===== config.mk =====
export PLATFORM = sky130hd
export DESIGN_NAME = nma_core
export DESIGN_NICKNAME = d
export VERILOG_FILES = /design/src/nma_core.v
export VERILOG_INCLUDE_DIRS = /design/src
export SDC_FILE = /design/constraint.sdc
export NUM_CORES = 1
export LEC_CHECK = 0
export BUFFER_PORTS_ARGS = -buffer_cell sky130_fd_sc_hd__buf_2
export CAP_MARGIN = 20
export CORE_MARGIN = 8
export CORE_UTILIZATION = 52
export DETAILED_ROUTE_END_ITERATION = 8
export GPL_TIMING_DRIVEN = 0
export PLACE_DENSITY_LB_ADDON = 0.12
export SLEW_MARGIN = 5
export SYNTH_ARGS = -nofsm -noshare
export SYNTH_HDL_FRONTEND = slang
export SYNTH_SLANG_ARGS = --single-unit
export TNS_END_PERCENT = 5

===== constraint.sdc =====
create_clock -name clock_i -period 30.1 [get_ports clock_i]
set_input_delay 6.02 -clock clock_i [delete_from_list [all_inputs] [get_ports clock_i]]
set_output_delay 6.02 -clock clock_i [all_outputs]
set_load 0.01 [all_outputs]

===== src/nma_defs.vh =====
/*
 * Constants for the oscillator modulus and alignment block: register
 * offsets, field positions, reset values and mode codes.
 * Assumes inclusion by nma_core.v only; holds definitions and nothing else.
 */
`ifndef NMA_DEFS_VH
`define NMA_DEFS_VH

// Register offsets on the byte-wide serial-port register space
`define NMA_ADDR_W            12
`define NMA_OFS_IRQ_EN        12'h021
`define NMA_OFS_IRQ_STAT      12'h025
`define NMA_OFS_ALIGN_CTRL    12'h050
`define NMA_OFS_KEY_I_LO      12'h051
`define NMA_OFS_KEY_I_HI      12'h052
`define NMA_OFS_KEY_Q_LO      12'h053
`define NMA_OFS_KEY_Q_HI      12'h054
`define NMA_OFS_TUNE_CTRL     12'h113
`define NMA_OFS_INT_B0        12'h114
`define NMA_OFS_INT_B5        12'h119
`define NMA_OFS_DEN_B0        12'h152
`define NMA_OFS_DEN_B5        12'h157
`define NMA_OFS_NUM_B0        12'h158
`define NMA_OFS_NUM_B5        12'h15D

// Field positions
`define NMA_BIT_ALIGN_IRQ     4
`define NMA_BIT_ARM           7
`define NMA_BIT_MATCH         5
`define NMA_BIT_PASS          4
`define NMA_BIT_FAIL          3
`define NMA_BIT_LOAD_REQ      0
`define NMA_BIT_LOAD_ACK      1

// Alignment mode codes in bits 1:0 of the alignment control register
`define NMA_MODE_SYSREF       2'h1
`define NMA_MODE_DATA_KEY     2'h2

// Widths and reset values
`define NMA_TW_W              48
`define NMA_KEY_W             16
`define NMA_RST_BYTE          8'h00
`define NMA_RST_KEY           16'h0000
`define NMA_RST_WORD          48'h0000_0000_0000

`endif


===== src/nma_core.v =====
/*
 * Programmable-modulus oscillator accumulator with phase alignment by
 * SYSREF edge or by a data key at the converter input, plus its
 * serial-port register bank and alignment interrupt.
 * Assumes a byte-wide register port already decoded from the serial
 * interface, a SYSREF pin that is asynchronous to clock_i, and converter
 * input samples on clock_i.
 */
`timescale 1ns/1ns
`include "nma_defs.vh"

module nma_core (
  input  wire                      clock_i,
  input  wire                      rstn_i,
  input  wire [`NMA_ADDR_W-1:0]    reg_addr_i,
  input  wire [7:0]                reg_wdata_i,
  input  wire                      reg_wr_i,
  input  wire                      reg_rd_i,
  output reg  [7:0]                reg_rdata_o,
  input  wire                      sysref_i,
  input  wire                      subclass0_i,
  input  wire                      lmfc_oneshot_i,
  input  wire                      lmfc_armed_i,
  input  wire                      lmfc_align_ok_i,
  input  wire                      data_valid_i,
  input  wire [`NMA_KEY_W-1:0]     data_i_i,
  input  wire [`NMA_KEY_W-1:0]     data_q_i,
  output reg  [`NMA_TW_W-1:0]      phase_o,
  output reg                       align_pulse_o,
  output reg                       irq_o
);

  ////////////////////////////////////////////////////////////////////////
  // Helpers

  // Byte k of a 48-bit word
  function [7:0] get_byte;
    input [`NMA_TW_W-1:0] word;
    input [2:0]           idx;
    begin
      get_byte = word[idx*8 +: 8];
    end
  endfunction

  // Replace byte k of a 48-bit word
  function [`NMA_TW_W-1:0] put_byte;
    input [`NMA_TW_W-1:0] word;
    input [2:0]           idx;
    input [7:0]           val;
    begin
      put_byte = word;
      put_byte[idx*8 +: 8] = val;
    end
  endfunction

  // Byte index of an address inside a six-byte group, 7 when outside
  function [2:0] grp_idx;
    input [`NMA_ADDR_W-1:0] addr;
    input [`NMA_ADDR_W-1:0] base;
    input [`NMA_ADDR_W-1:0] last;
    begin
      if (addr >= base && addr <= last) begin
        grp_idx = addr[2:0] - base[2:0];
      end else begin
        grp_idx = 3'h7;
      end
    end
  endfunction

  ////////////////////////////////////////////////////////////////////////
  // Reset release and SYSREF synchroniser

  reg        rst_meta_ff;
  reg        rst_sync_ff;
  wire       rstn_s = rst_sync_ff;

  // Release reset through two flops
  always @(posedge clock_i or negedge rstn_i) begin
    if (!rstn_i) begin
      rst_meta_ff <= 1'b0;
      rst_sync_ff <= 1'b0;
    end else begin
      rst_meta_ff <= 1'b1;
      rst_sync_ff <= rst_meta_ff;
    end
  end

  reg        sref_s1_ff;
  reg        sref_s2_ff;
  reg        sref_s3_ff;
  reg        sref_lvl_ff;
  wire       sref_agree = (sref_s2_ff == sref_s3_ff);
  wire       sref_rise  = sref_agree && sref_s3_ff && !sref_lvl_ff;

  // Three-flop synchroniser, level accepted once stages two and three agree
  always @(posedge clock_i or negedge rstn_s) begin
    if (!rstn_s) begin
      sref_s1_ff  <= 1'b0;
      sref_s2_ff  <= 1'b0;
      sref_s3_ff  <= 1'b0;
      sref_lvl_ff <= 1'b0;
    end else begin
      sref_s1_ff <= sysref_i;
      sref_s2_ff <= sref_s1_ff;
      sref_s3_ff <= sref_s2_ff;
      if (sref_agree) begin
        sref_lvl_ff <= sref_s3_ff;
      end
    end
  end

  ////////////////////////////////////////////////////////////////////////
  // Register bank state

  reg                    irq_en_ff;
  reg                    irq_stat_ff;
  reg                    arm_ff;
  reg                    match_ff;
  reg                    pass_ff;
  reg                    fail_ff;
  reg  [1:0]             mode_ff;
  reg  [`NMA_KEY_W-1:0]  key_i_ff;
  reg  [`NMA_KEY_W-1:0]  key_q_ff;
  reg                    load_req_ff;
  reg                    load_ack_ff;
  reg  [`NMA_TW_W-1:0]   int_wr_ff;   // Written integer part, not yet live
  reg  [`NMA_TW_W-1:0]   den_wr_ff;
  reg  [`NMA_TW_W-1:0]   num_wr_ff;
  reg  [`NMA_TW_W-1:0]   int_act_ff;  // Live values used by the accumulator
  reg  [`NMA_TW_W-1:0]   den_act_ff;
  reg  [`NMA_TW_W-1:0]   num_act_ff;

  wire [2:0] int_idx = grp_idx(reg_addr_i, `NMA_OFS_INT_B0, `NMA_OFS_INT_B5);
  wire [2:0] den_idx = grp_idx(reg_addr_i, `NMA_OFS_DEN_B0, `NMA_OFS_DEN_B5);
  wire [2:0] num_idx = grp_idx(reg_addr_i, `NMA_OFS_NUM_B0, `NMA_OFS_NUM_B5);

  wire wr_ctrl  = reg_wr_i && (reg_addr_i == `NMA_OFS_ALIGN_CTRL);
  wire wr_tune  = reg_wr_i && (reg_addr_i == `NMA_OFS_TUNE_CTRL);
  wire arm_wr1  = wr_ctrl && reg_wdata_i[`NMA_BIT_ARM];
  wire load_rise = wr_tune && reg_wdata_i[`NMA_BIT_LOAD_REQ] && !load_req_ff;

  ////////////////////////////////////////////////////////////////////////
  // Alignment triggers

  // SYSREF mode: subclass 0 trips on the next internal clock edge, else
  // the next SYSREF edge once the LMFC side is ready (armed in one-shot)
  wire sref_ok  = subclass0_i ||
                  (sref_rise && (!lmfc_oneshot_i || lmfc_armed_i));
  wire sys_trip = arm_ff && (mode_ff == `NMA_MODE_SYSREF) && sref_ok;
  wire key_seen = data_valid_i && (data_i_i == key_i_ff) && (data_q_i == key_q_ff);
  wire key_trip = arm_ff && (mode_ff == `NMA_MODE_DATA_KEY) && key_seen;
  wire trip     = sys_trip || key_trip;
  // SYSREF attempt outside subclass 0 counts as failed if the LMFC side did not lock
  wire sys_bad  = sys_trip && !subclass0_i && !lmfc_align_ok_i;
  // Armed with no valid mode selected is a failed attempt
  wire bad_mode = arm_ff && (mode_ff != `NMA_MODE_SYSREF) && (mode_ff != `NMA_MODE_DATA_KEY);

  ////////////////////////////////////////////////////////////////////////
  // Register writes, flags and tuning load

  always @(posedge clock_i or negedge rstn_s) begin
    if (!rstn_s) begin
      irq_en_ff   <= 1'b0;
      irq_stat_ff <= 1'b0;
      arm_ff      <= 1'b0;
      match_ff    <= 1'b0;
      pass_ff     <= 1'b0;
      fail_ff     <= 1'b0;
      mode_ff     <= 2'h0;
      key_i_ff    <= `NMA_RST_KEY;
      key_q_ff    <= `NMA_RST_KEY;
      load_req_ff <= 1'b0;
      load_ack_ff <= 1'b0;
      int_wr_ff   <= `NMA_RST_WORD;
      den_wr_ff   <= `NMA_RST_WORD;
      num_wr_ff   <= `NMA_RST_WORD;
      int_act_ff  <= `NMA_RST_WORD;
      den_act_ff  <= `NMA_RST_WORD;
      num_act_ff  <= `NMA_RST_WORD;
    end else begin
      // Plain byte registers
      if (reg_wr_i && reg_addr_i == `NMA_OFS_IRQ_EN) begin
        irq_en_ff <= reg_wdata_i[`NMA_BIT_ALIGN_IRQ];
      end
      if (reg_wr_i && reg_addr_i == `NMA_OFS_KEY_I_LO) begin
        key_i_ff[7:0] <= reg_wdata_i;
      end
      if (reg_wr_i && reg_addr_i == `NMA_OFS_KEY_I_HI) begin
        key_i_ff[15:8] <= reg_wdata_i;
      end
      if (reg_wr_i && reg_addr_i == `NMA_OFS_KEY_Q_LO) begin
        key_q_ff[7:0] <= reg_wdata_i;
      end
      if (reg_wr_i && reg_addr_i == `NMA_OFS_KEY_Q_HI) begin
        key_q_ff[15:8] <= reg_wdata_i;
      end
      if (wr_ctrl) begin
        mode_ff <= reg_wdata_i[1:0];
      end
      // Tuning bytes land in the write copy only
      if (reg_wr_i && int_idx != 3'h7) begin
        int_wr_ff <= put_byte(int_wr_ff, int_idx, reg_wdata_i);
      end
      if (reg_wr_i && den_idx != 3'h7) begin
        den_wr_ff <= put_byte(den_wr_ff, den_idx, reg_wdata_i);
      end
      if (reg_wr_i && num_idx != 3'h7) begin
        num_wr_ff <= put_byte(num_wr_ff, num_idx, reg_wdata_i);
      end
      // Load request: copy to live and set the acknowledge in the same cycle, on its rising edge
      if (wr_tune) begin
        load_req_ff <= reg_wdata_i[`NMA_BIT_LOAD_REQ];
      end
      if (load_rise) begin
        int_act_ff  <= int_wr_ff;
        den_act_ff  <= den_wr_ff;
        num_act_ff  <= num_wr_ff;
        load_ack_ff <= 1'b1;
      end else if (wr_tune && !reg_wdata_i[`NMA_BIT_LOAD_REQ]) begin
        load_ack_ff <= 1'b0;
      end
      // Arm, trip and result flags; a fresh arm clears old results
      if (trip || bad_mode) begin
        arm_ff <= 1'b0;
      end else if (wr_ctrl) begin
        arm_ff <= reg_wdata_i[`NMA_BIT_ARM];
      end
      if (arm_wr1) begin
        match_ff <= 1'b0;
        pass_ff  <= 1'b0;
        fail_ff  <= 1'b0;
      end
      // A result landing in the arming cycle wins over the clear
      if (key_trip) begin
        match_ff <= 1'b1;
      end
      if (trip && !sys_bad) begin
        pass_ff <= 1'b1;
      end
      if (sys_bad || bad_mode) begin
        fail_ff <= 1'b1;
      end
      // Interrupt status: write one clears, a trip in the same cycle wins
      if (trip) begin
        irq_stat_ff <= 1'b1;
      end else if (reg_wr_i && reg_addr_i == `NMA_OFS_IRQ_STAT &&
                   reg_wdata_i[`NMA_BIT_ALIGN_IRQ]) begin
        irq_stat_ff <= 1'b0;
      end
    end
  end

  ////////////////////////////////////////////////////////////////////////
  // Modulus accumulator

  reg  [`NMA_TW_W-1:0] frac_ff;
  wire [`NMA_TW_W:0]   frac_sum  = {1'b0, frac_ff} + {1'b0, num_act_ff};
  wire                 frac_wrap = (den_act_ff != `NMA_RST_WORD) &&
                                   (frac_sum >= {1'b0, den_act_ff});
  wire [`NMA_TW_W:0]   frac_red  = frac_sum - {1'b0, den_act_ff};
  wire [`NMA_TW_W-1:0] nxt_frac  = (den_act_ff == `NMA_RST_WORD) ? `NMA_RST_WORD :
                                   frac_wrap ? frac_red[`NMA_TW_W-1:0] :
                                   frac_sum[`NMA_TW_W-1:0];
  // Two's complement integer step wraps naturally in 48 bits
  wire [`NMA_TW_W-1:0] nxt_phase = phase_o + int_act_ff +
                                   {{(`NMA_TW_W-1){1'b0}}, frac_wrap};

  // Phase and fraction advance each clock; a trip restarts both
  always @(posedge clock_i or negedge rstn_s) begin
    if (!rstn_s) begin
      frac_ff       <= `NMA_RST_WORD;
      phase_o       <= `NMA_RST_WORD;
      align_pulse_o <= 1'b0;
      irq_o         <= 1'b0;
    end else begin
      if (trip) begin
        frac_ff <= `NMA_RST_WORD;
        phase_o <= `NMA_RST_WORD;
      end else begin
        frac_ff <= nxt_frac;
        phase_o <= nxt_phase;
      end
      align_pulse_o <= trip;
      irq_o         <= irq_en_ff && (irq_stat_ff || trip);
    end
  end

  ////////////////////////////////////////////////////////////////////////
  // Read-back

  reg [7:0] nxt_rdata;

  // Read mux; unmapped addresses read zero
  always @* begin
    nxt_rdata = 8'h00;
    case (reg_addr_i)
      `NMA_OFS_IRQ_EN:     nxt_rdata[`NMA_BIT_ALIGN_IRQ] = irq_en_ff;
      `NMA_OFS_IRQ_STAT:   nxt_rdata[`NMA_BIT_ALIGN_IRQ] = irq_stat_ff;
      `NMA_OFS_ALIGN_CTRL: nxt_rdata = {arm_ff, 1'b0, match_ff, pass_ff, fail_ff, 1'b0, mode_ff};
      `NMA_OFS_KEY_I_LO:   nxt_rdata = key_i_ff[7:0];
      `NMA_OFS_KEY_I_HI:   nxt_rdata = key_i_ff[15:8];
      `NMA_OFS_KEY_Q_LO:   nxt_rdata = key_q_ff[7:0];
      `NMA_OFS_KEY_Q_HI:   nxt_rdata = key_q_ff[15:8];
      `NMA_OFS_TUNE_CTRL:  nxt_rdata = {6'h00, load_ack_ff, load_req_ff};
      default: begin
        if (int_idx != 3'h7) begin
          nxt_rdata = get_byte(int_wr_ff, int_idx);
        end else if (den_idx != 3'h7) begin
          nxt_rdata = get_byte(den_wr_ff, den_idx);
        end else if (num_idx != 3'h7) begin
          nxt_rdata = get_byte(num_wr_ff, num_idx);
        end
      end
    endcase
  end

  // Read data registered one cycle after the read strobe
  always @(posedge clock_i or negedge rstn_s) begin
    if (!rstn_s) begin
      reg_rdata_o <= `NMA_RST_BYTE;
    end else if (reg_rd_i) begin
      reg_rdata_o <= nxt_rdata;
    end
  end

endmodule // nma_core


==> results.rst <==
.. list-table::
   :header-rows: 1

   * - Metric
     - Value
   * - Result of the run
     - finished clean
   * - Number of placed instances, taps included
     - 3,590
   * - Gate count after technology mapping
     - 2,790
   * - Slew @ Worst Pin
     - 1153 ps
   * - Endpoint class of the critical path
     - flip-flop
   * - Io pins
     - 120
   * - Via Count
     - 22,420
   * - Power per Cell Area
     - 44.29 nW/µm²
   * - Net Count, Synth
     - 3,016
   * - Largest family of logic cells by synthesized area
     - compound AO/OA/AOI/OAI gates
   * - Area delta synth->final
     - 13.04%
   * - Post-CTS sizing
     - 0
   * - Final hold viol count
     - 0
   * - Yosys top cell by area
     - sky130_fd_sc_hd__dfrtp_1
   * - Count of unresolved DRC violations after routing
     - 0
   * - # rows
     - 83
   * - Cell area after synthesis
     - 26,990 µm²
   * - H-tree Lvls
     - 2
   * - Fraction of synthesized area in multiplexers
     - 0.1092
   * - Mean cell area of the mapped netlist
     - 9.673 µm²
   * - Wire length of the first global-routing pass
     - 132.4 mm
   * - Total congestion overflow after global routing
     - 0
   * - Number of antenna violations at the first check in global routing
     - 4
   * - Delay contributed by the slowest stage of the critical path
     - 890 ps
   * - Peak supply drop
     - 47.29 µV
   * - Part of the cycle the worst path needs
     - 0.3229
   * - Number of setup buffers added after CTS
     - 0
   * - 1st-pass router iterations
     - 5
   * - Filler Cell Count
     - 4,492
   * - Total Power Consumption
     - 1351 µW
   * - Shortest clock period the worst path allows after layout
     - 9719 ps
   * - Critical Path Start
     - num_act_ff[0]
   * - WP data arrival
     - 10,170 ps
   * - Wl on met1
     - 35.60 mm
   * - Portion of synthesized cell area occupied by the leading cell type
     - 0.4098
   * - Area share of xor/xnor cells in the synthesized design
     - 0.05225
   * - Biggest area contributors in the synthesized netlist
     - sky130_fd_sc_hd__dfrtp_1 41%, sky130_fd_sc_hd__mux2_2 8.9%, sky130_fd_sc_hd__ha_1 7.4%
   * - Sinks on the clock net
     - 442
   * - Amount of wire on met3 after detailed routing
     - 5.125 mm
   * - Start of the worst register-to-register path
     - num_act_ff[0]
   * - Fraction of registers with async set/reset
     - 1.000
   * - Unrepaired setup endpoints after global routing
     - false
   * - IO buf count
     - 112
   * - Worst endpoint required time
     - 30,550 ps
   * - Clock-pin slew on the worst setup and hold paths
     - 60 ps
   * - Slowest cell on the critical path
     - sky130_fd_sc_hd__o31ai_1
   * - Latest clock arrival within the worst-skew pair
     - 600 ps
   * - Routed WL
     - 86.11 mm
   * - Height of the chip
     - 243.8 µm
   * - TritonCTS clock tree
     - yes
   * - Path type of the worst setup path
     - reg2reg
   * - All-Layer GR Usage
     - 0.2842
   * - Wire length on met2
     - 41.42 mm
   * - Pin count of the biggest net entering global routing
     - 68
   * - Number of flops mapped to enable cells by yosys
     - 0
   * - Final standard cell count with taps included and fillers excluded
     - 3,687
   * - Worst reg2reg path endpoint
     - phase_o[42]
   * - Yosys reg bits
     - 442
   * - Vias per cell
     - 6.080
   * - CP Launch Type
     - flip-flop
   * - Leakage power
     - 0.01455 µW
   * - Sequential cell area in the final layout
     - 11,060 µm²
   * - List of most frequent post-synthesis cells
     - 442 x sky130_fd_sc_hd__dfrtp_1, 321 x sky130_fd_sc_hd__nand2_1, 213 x sky130_fd_sc_hd__mux2_2
   * - Relative slew slack
     - 0.2300
   * - Footprint of the multi-input gates
     - 14,870 µm²
   * - Vias in the first global route
     - 22,410
   * - Iteration-0 DRC Markers
     - 1,647
   * - Total negative slack for setup checks
     - 0 ps
   * - Clk root buf
     - sky130_fd_sc_hd__clkbuf_16
   * - Simple logic cell fraction of the synthesized area
     - 0.1351
   * - Routed wire per std cell
     - 23.36 µm
   * - Worst-case hold slack
     - 349.2 ps
   * - Total of endpoints with negative setup slack in the final report
     - 0
   * - Hold bufs inserted after CTS
     - 0
   * - Post-synthesis sequential area ratio
     - 0.4098
   * - Effective utilization at floorplan
     - 0.5260
   * - Chip Width
     - 243.8 µm
   * - Antenna Nets Post-Route
     - 0
   * - Routability cong.
     - 0.9649
   * - Top routing layer used
     - met5
   * - Standard cell core area
     - 51,300 µm²
   * - Worst-case clock skew
     - 21.86 ps
   * - Yosys warnings
     - 0
   * - Worst-path fanout max
     - 10
   * - Cell repeated most along the worst path
     - sky130_fd_sc_hd__a21oi_1
   * - Prevailing post-synth register cell
     - sky130_fd_sc_hd__dfrtp_1
   * - Worst hold path class
     - reg2async
   * - Yosys cell types
     - 88
   * - Cell count of the worst reg-to-reg path
     - 38
   * - Layout Nets
     - 3,190
   * - Fraction of final layout cells sized beyond drive strength 1
     - 0.1673
   * - Number of violations of the max-capacitance limit
     - 0
   * - Flop-to-flop setup slack
     - 20,380 ps
   * - Die ar.
     - 59,440 µm²
   * - Adder-cell share of the synthesized area
     - 0.07715
   * - Half-perimeter wire length after detailed placement
     - 66.78 mm
   * - Maximum clock rate
     - 0.1029 GHz
   * - Inserted Clock Buffers
     - 51
   * - Clock tree buffer depth
     - 3
   * - Synth Area in Compound Gates
     - 0.1773
   * - Pins over their slew limit
     - 0
   * - Most numerous cell in the Yosys netlist
     - sky130_fd_sc_hd__dfrtp_1
[metrics by stage]
| stage | utilization | instance area, µm² | setup slack (ps) |
|---|---|---|---|
| 2_1_floorplan | - | 26990 | 16870 |
| 3_3_place_gp | 0.5536 | 28400 | 12180 |
| 3_5_place_dp | 0.5573 | 28590 | 19940 |
| 4_1_cts | 0.5943 | 30490 | 20430 |
| 5_1_grt | 0.5946 | 30500 | 19990 |
| 6_report | 0.5946 | 30510 | 20380 |
[sequential cells by signal, indices dropped and copies added, names as in the netlist, 2 cells and up]
name and flops:
num_act_ff 48, frac_ff 48, int_act_ff 48, key_i_ff 16, int_wr_ff 48, den_wr_ff 48, key_q_ff 16, num_wr_ff 48
mode_ff 2, phase_o 48, reg_rdata_o 8, den_act_ff 48
[cells in the final DEF, fill, tap and decap left out, types with 21 or more instances in the layout]
cell                        instances
sky130_fd_sc_hd__a211oi_1          23
sky130_fd_sc_hd__a21o_1            74
sky130_fd_sc_hd__a21oi_1          189
sky130_fd_sc_hd__a22o_1            21
sky130_fd_sc_hd__a31oi_1           27
sky130_fd_sc_hd__and3_1            29
sky130_fd_sc_hd__buf_2            122
sky130_fd_sc_hd__clkbuf_1         110
sky130_fd_sc_hd__clkbuf_16         52
sky130_fd_sc_hd__dfrtp_1          441
sky130_fd_sc_hd__ha_1             160
sky130_fd_sc_hd__inv_1            109
sky130_fd_sc_hd__mux2_2           213
sky130_fd_sc_hd__mux2i_1           48
sky130_fd_sc_hd__nand2_1          321
sky130_fd_sc_hd__nand3_1           43
sky130_fd_sc_hd__nand4_1           41
sky130_fd_sc_hd__nor2_1           175
sky130_fd_sc_hd__nor2b_1           33
sky130_fd_sc_hd__nor3_1            22
sky130_fd_sc_hd__nor4_1            23
sky130_fd_sc_hd__o21a_1            25
sky130_fd_sc_hd__o21ai_0          180
sky130_fd_sc_hd__o221ai_1          24
sky130_fd_sc_hd__xnor2_1           93
sky130_fd_sc_hd__xor2_1            68
[per-layer routing]
layer  global-route usage  vias to the layer above
met4               0.1236                        4
met1               0.3566                    11010
li1                     -                    10390
met5                    0                        -
met2               0.4809                      816
met3              0.04628                      207
[worst max path at each step]
stage          depth (start not counted)  slack (ps)             to
2_1_floorplan                          0       16870  align_pulse_o
3_3_place_gp                           0       12180    frac_ff[22]
3_5_place_dp                          12       19940   int_wr_ff[0]
4_1_cts                               38       20430    phase_o[42]
5_1_grt                               38       19990    phase_o[42]
6_report                              38       20380    phase_o[42]
[cells by family (layout without fill, tap and decap cells)]
logic type      count (synthesis)  in the layout
compound gates                727            727
xor+xnor                      161            161
fa+ha+maj                     164            164
buf+inv                       250            466
flops                         442            442
mux                           264            264
other cells                     1              2
simple gates                  781            781
[cell type report]
class	count	share of cell area
Multi-Input combinational cell	2098	0.4876
Sequential cell	442	0.3627
Clock buffer	72	0.04905
Tap cell	680	0.02789
Timing Repair Buffer	121	0.02510
Buffer	140	0.02100
Inverter	110	0.01354
Clock inverter	23	0.01308
Antenna cell	1	0.00008203
[power breakdown]
| group | switching [µW] | leakage [µW] | internal, µW |
|---|---|---|---|
| registers | 3.80 | 0.00590 | 598 |
| logic | 39.5 | 0.00773 | 17.8 |
| clock network | 259 | 0.000928 | 433 |
[critical path, delay by kind of cell, from the launching register on]
family / cells / cell delay (ps)
AOI/OAI and AO/OA: 18 / 5050
adders and majority gates: 5 / 1710
and+or+nand+nor: 8 / 1330
buffers and inverters: 5 / 770
DFF: 1 / 360
xor gates and xnor gates: 2 / 310
No activity file was read; power rests on OpenSTA's default activity.
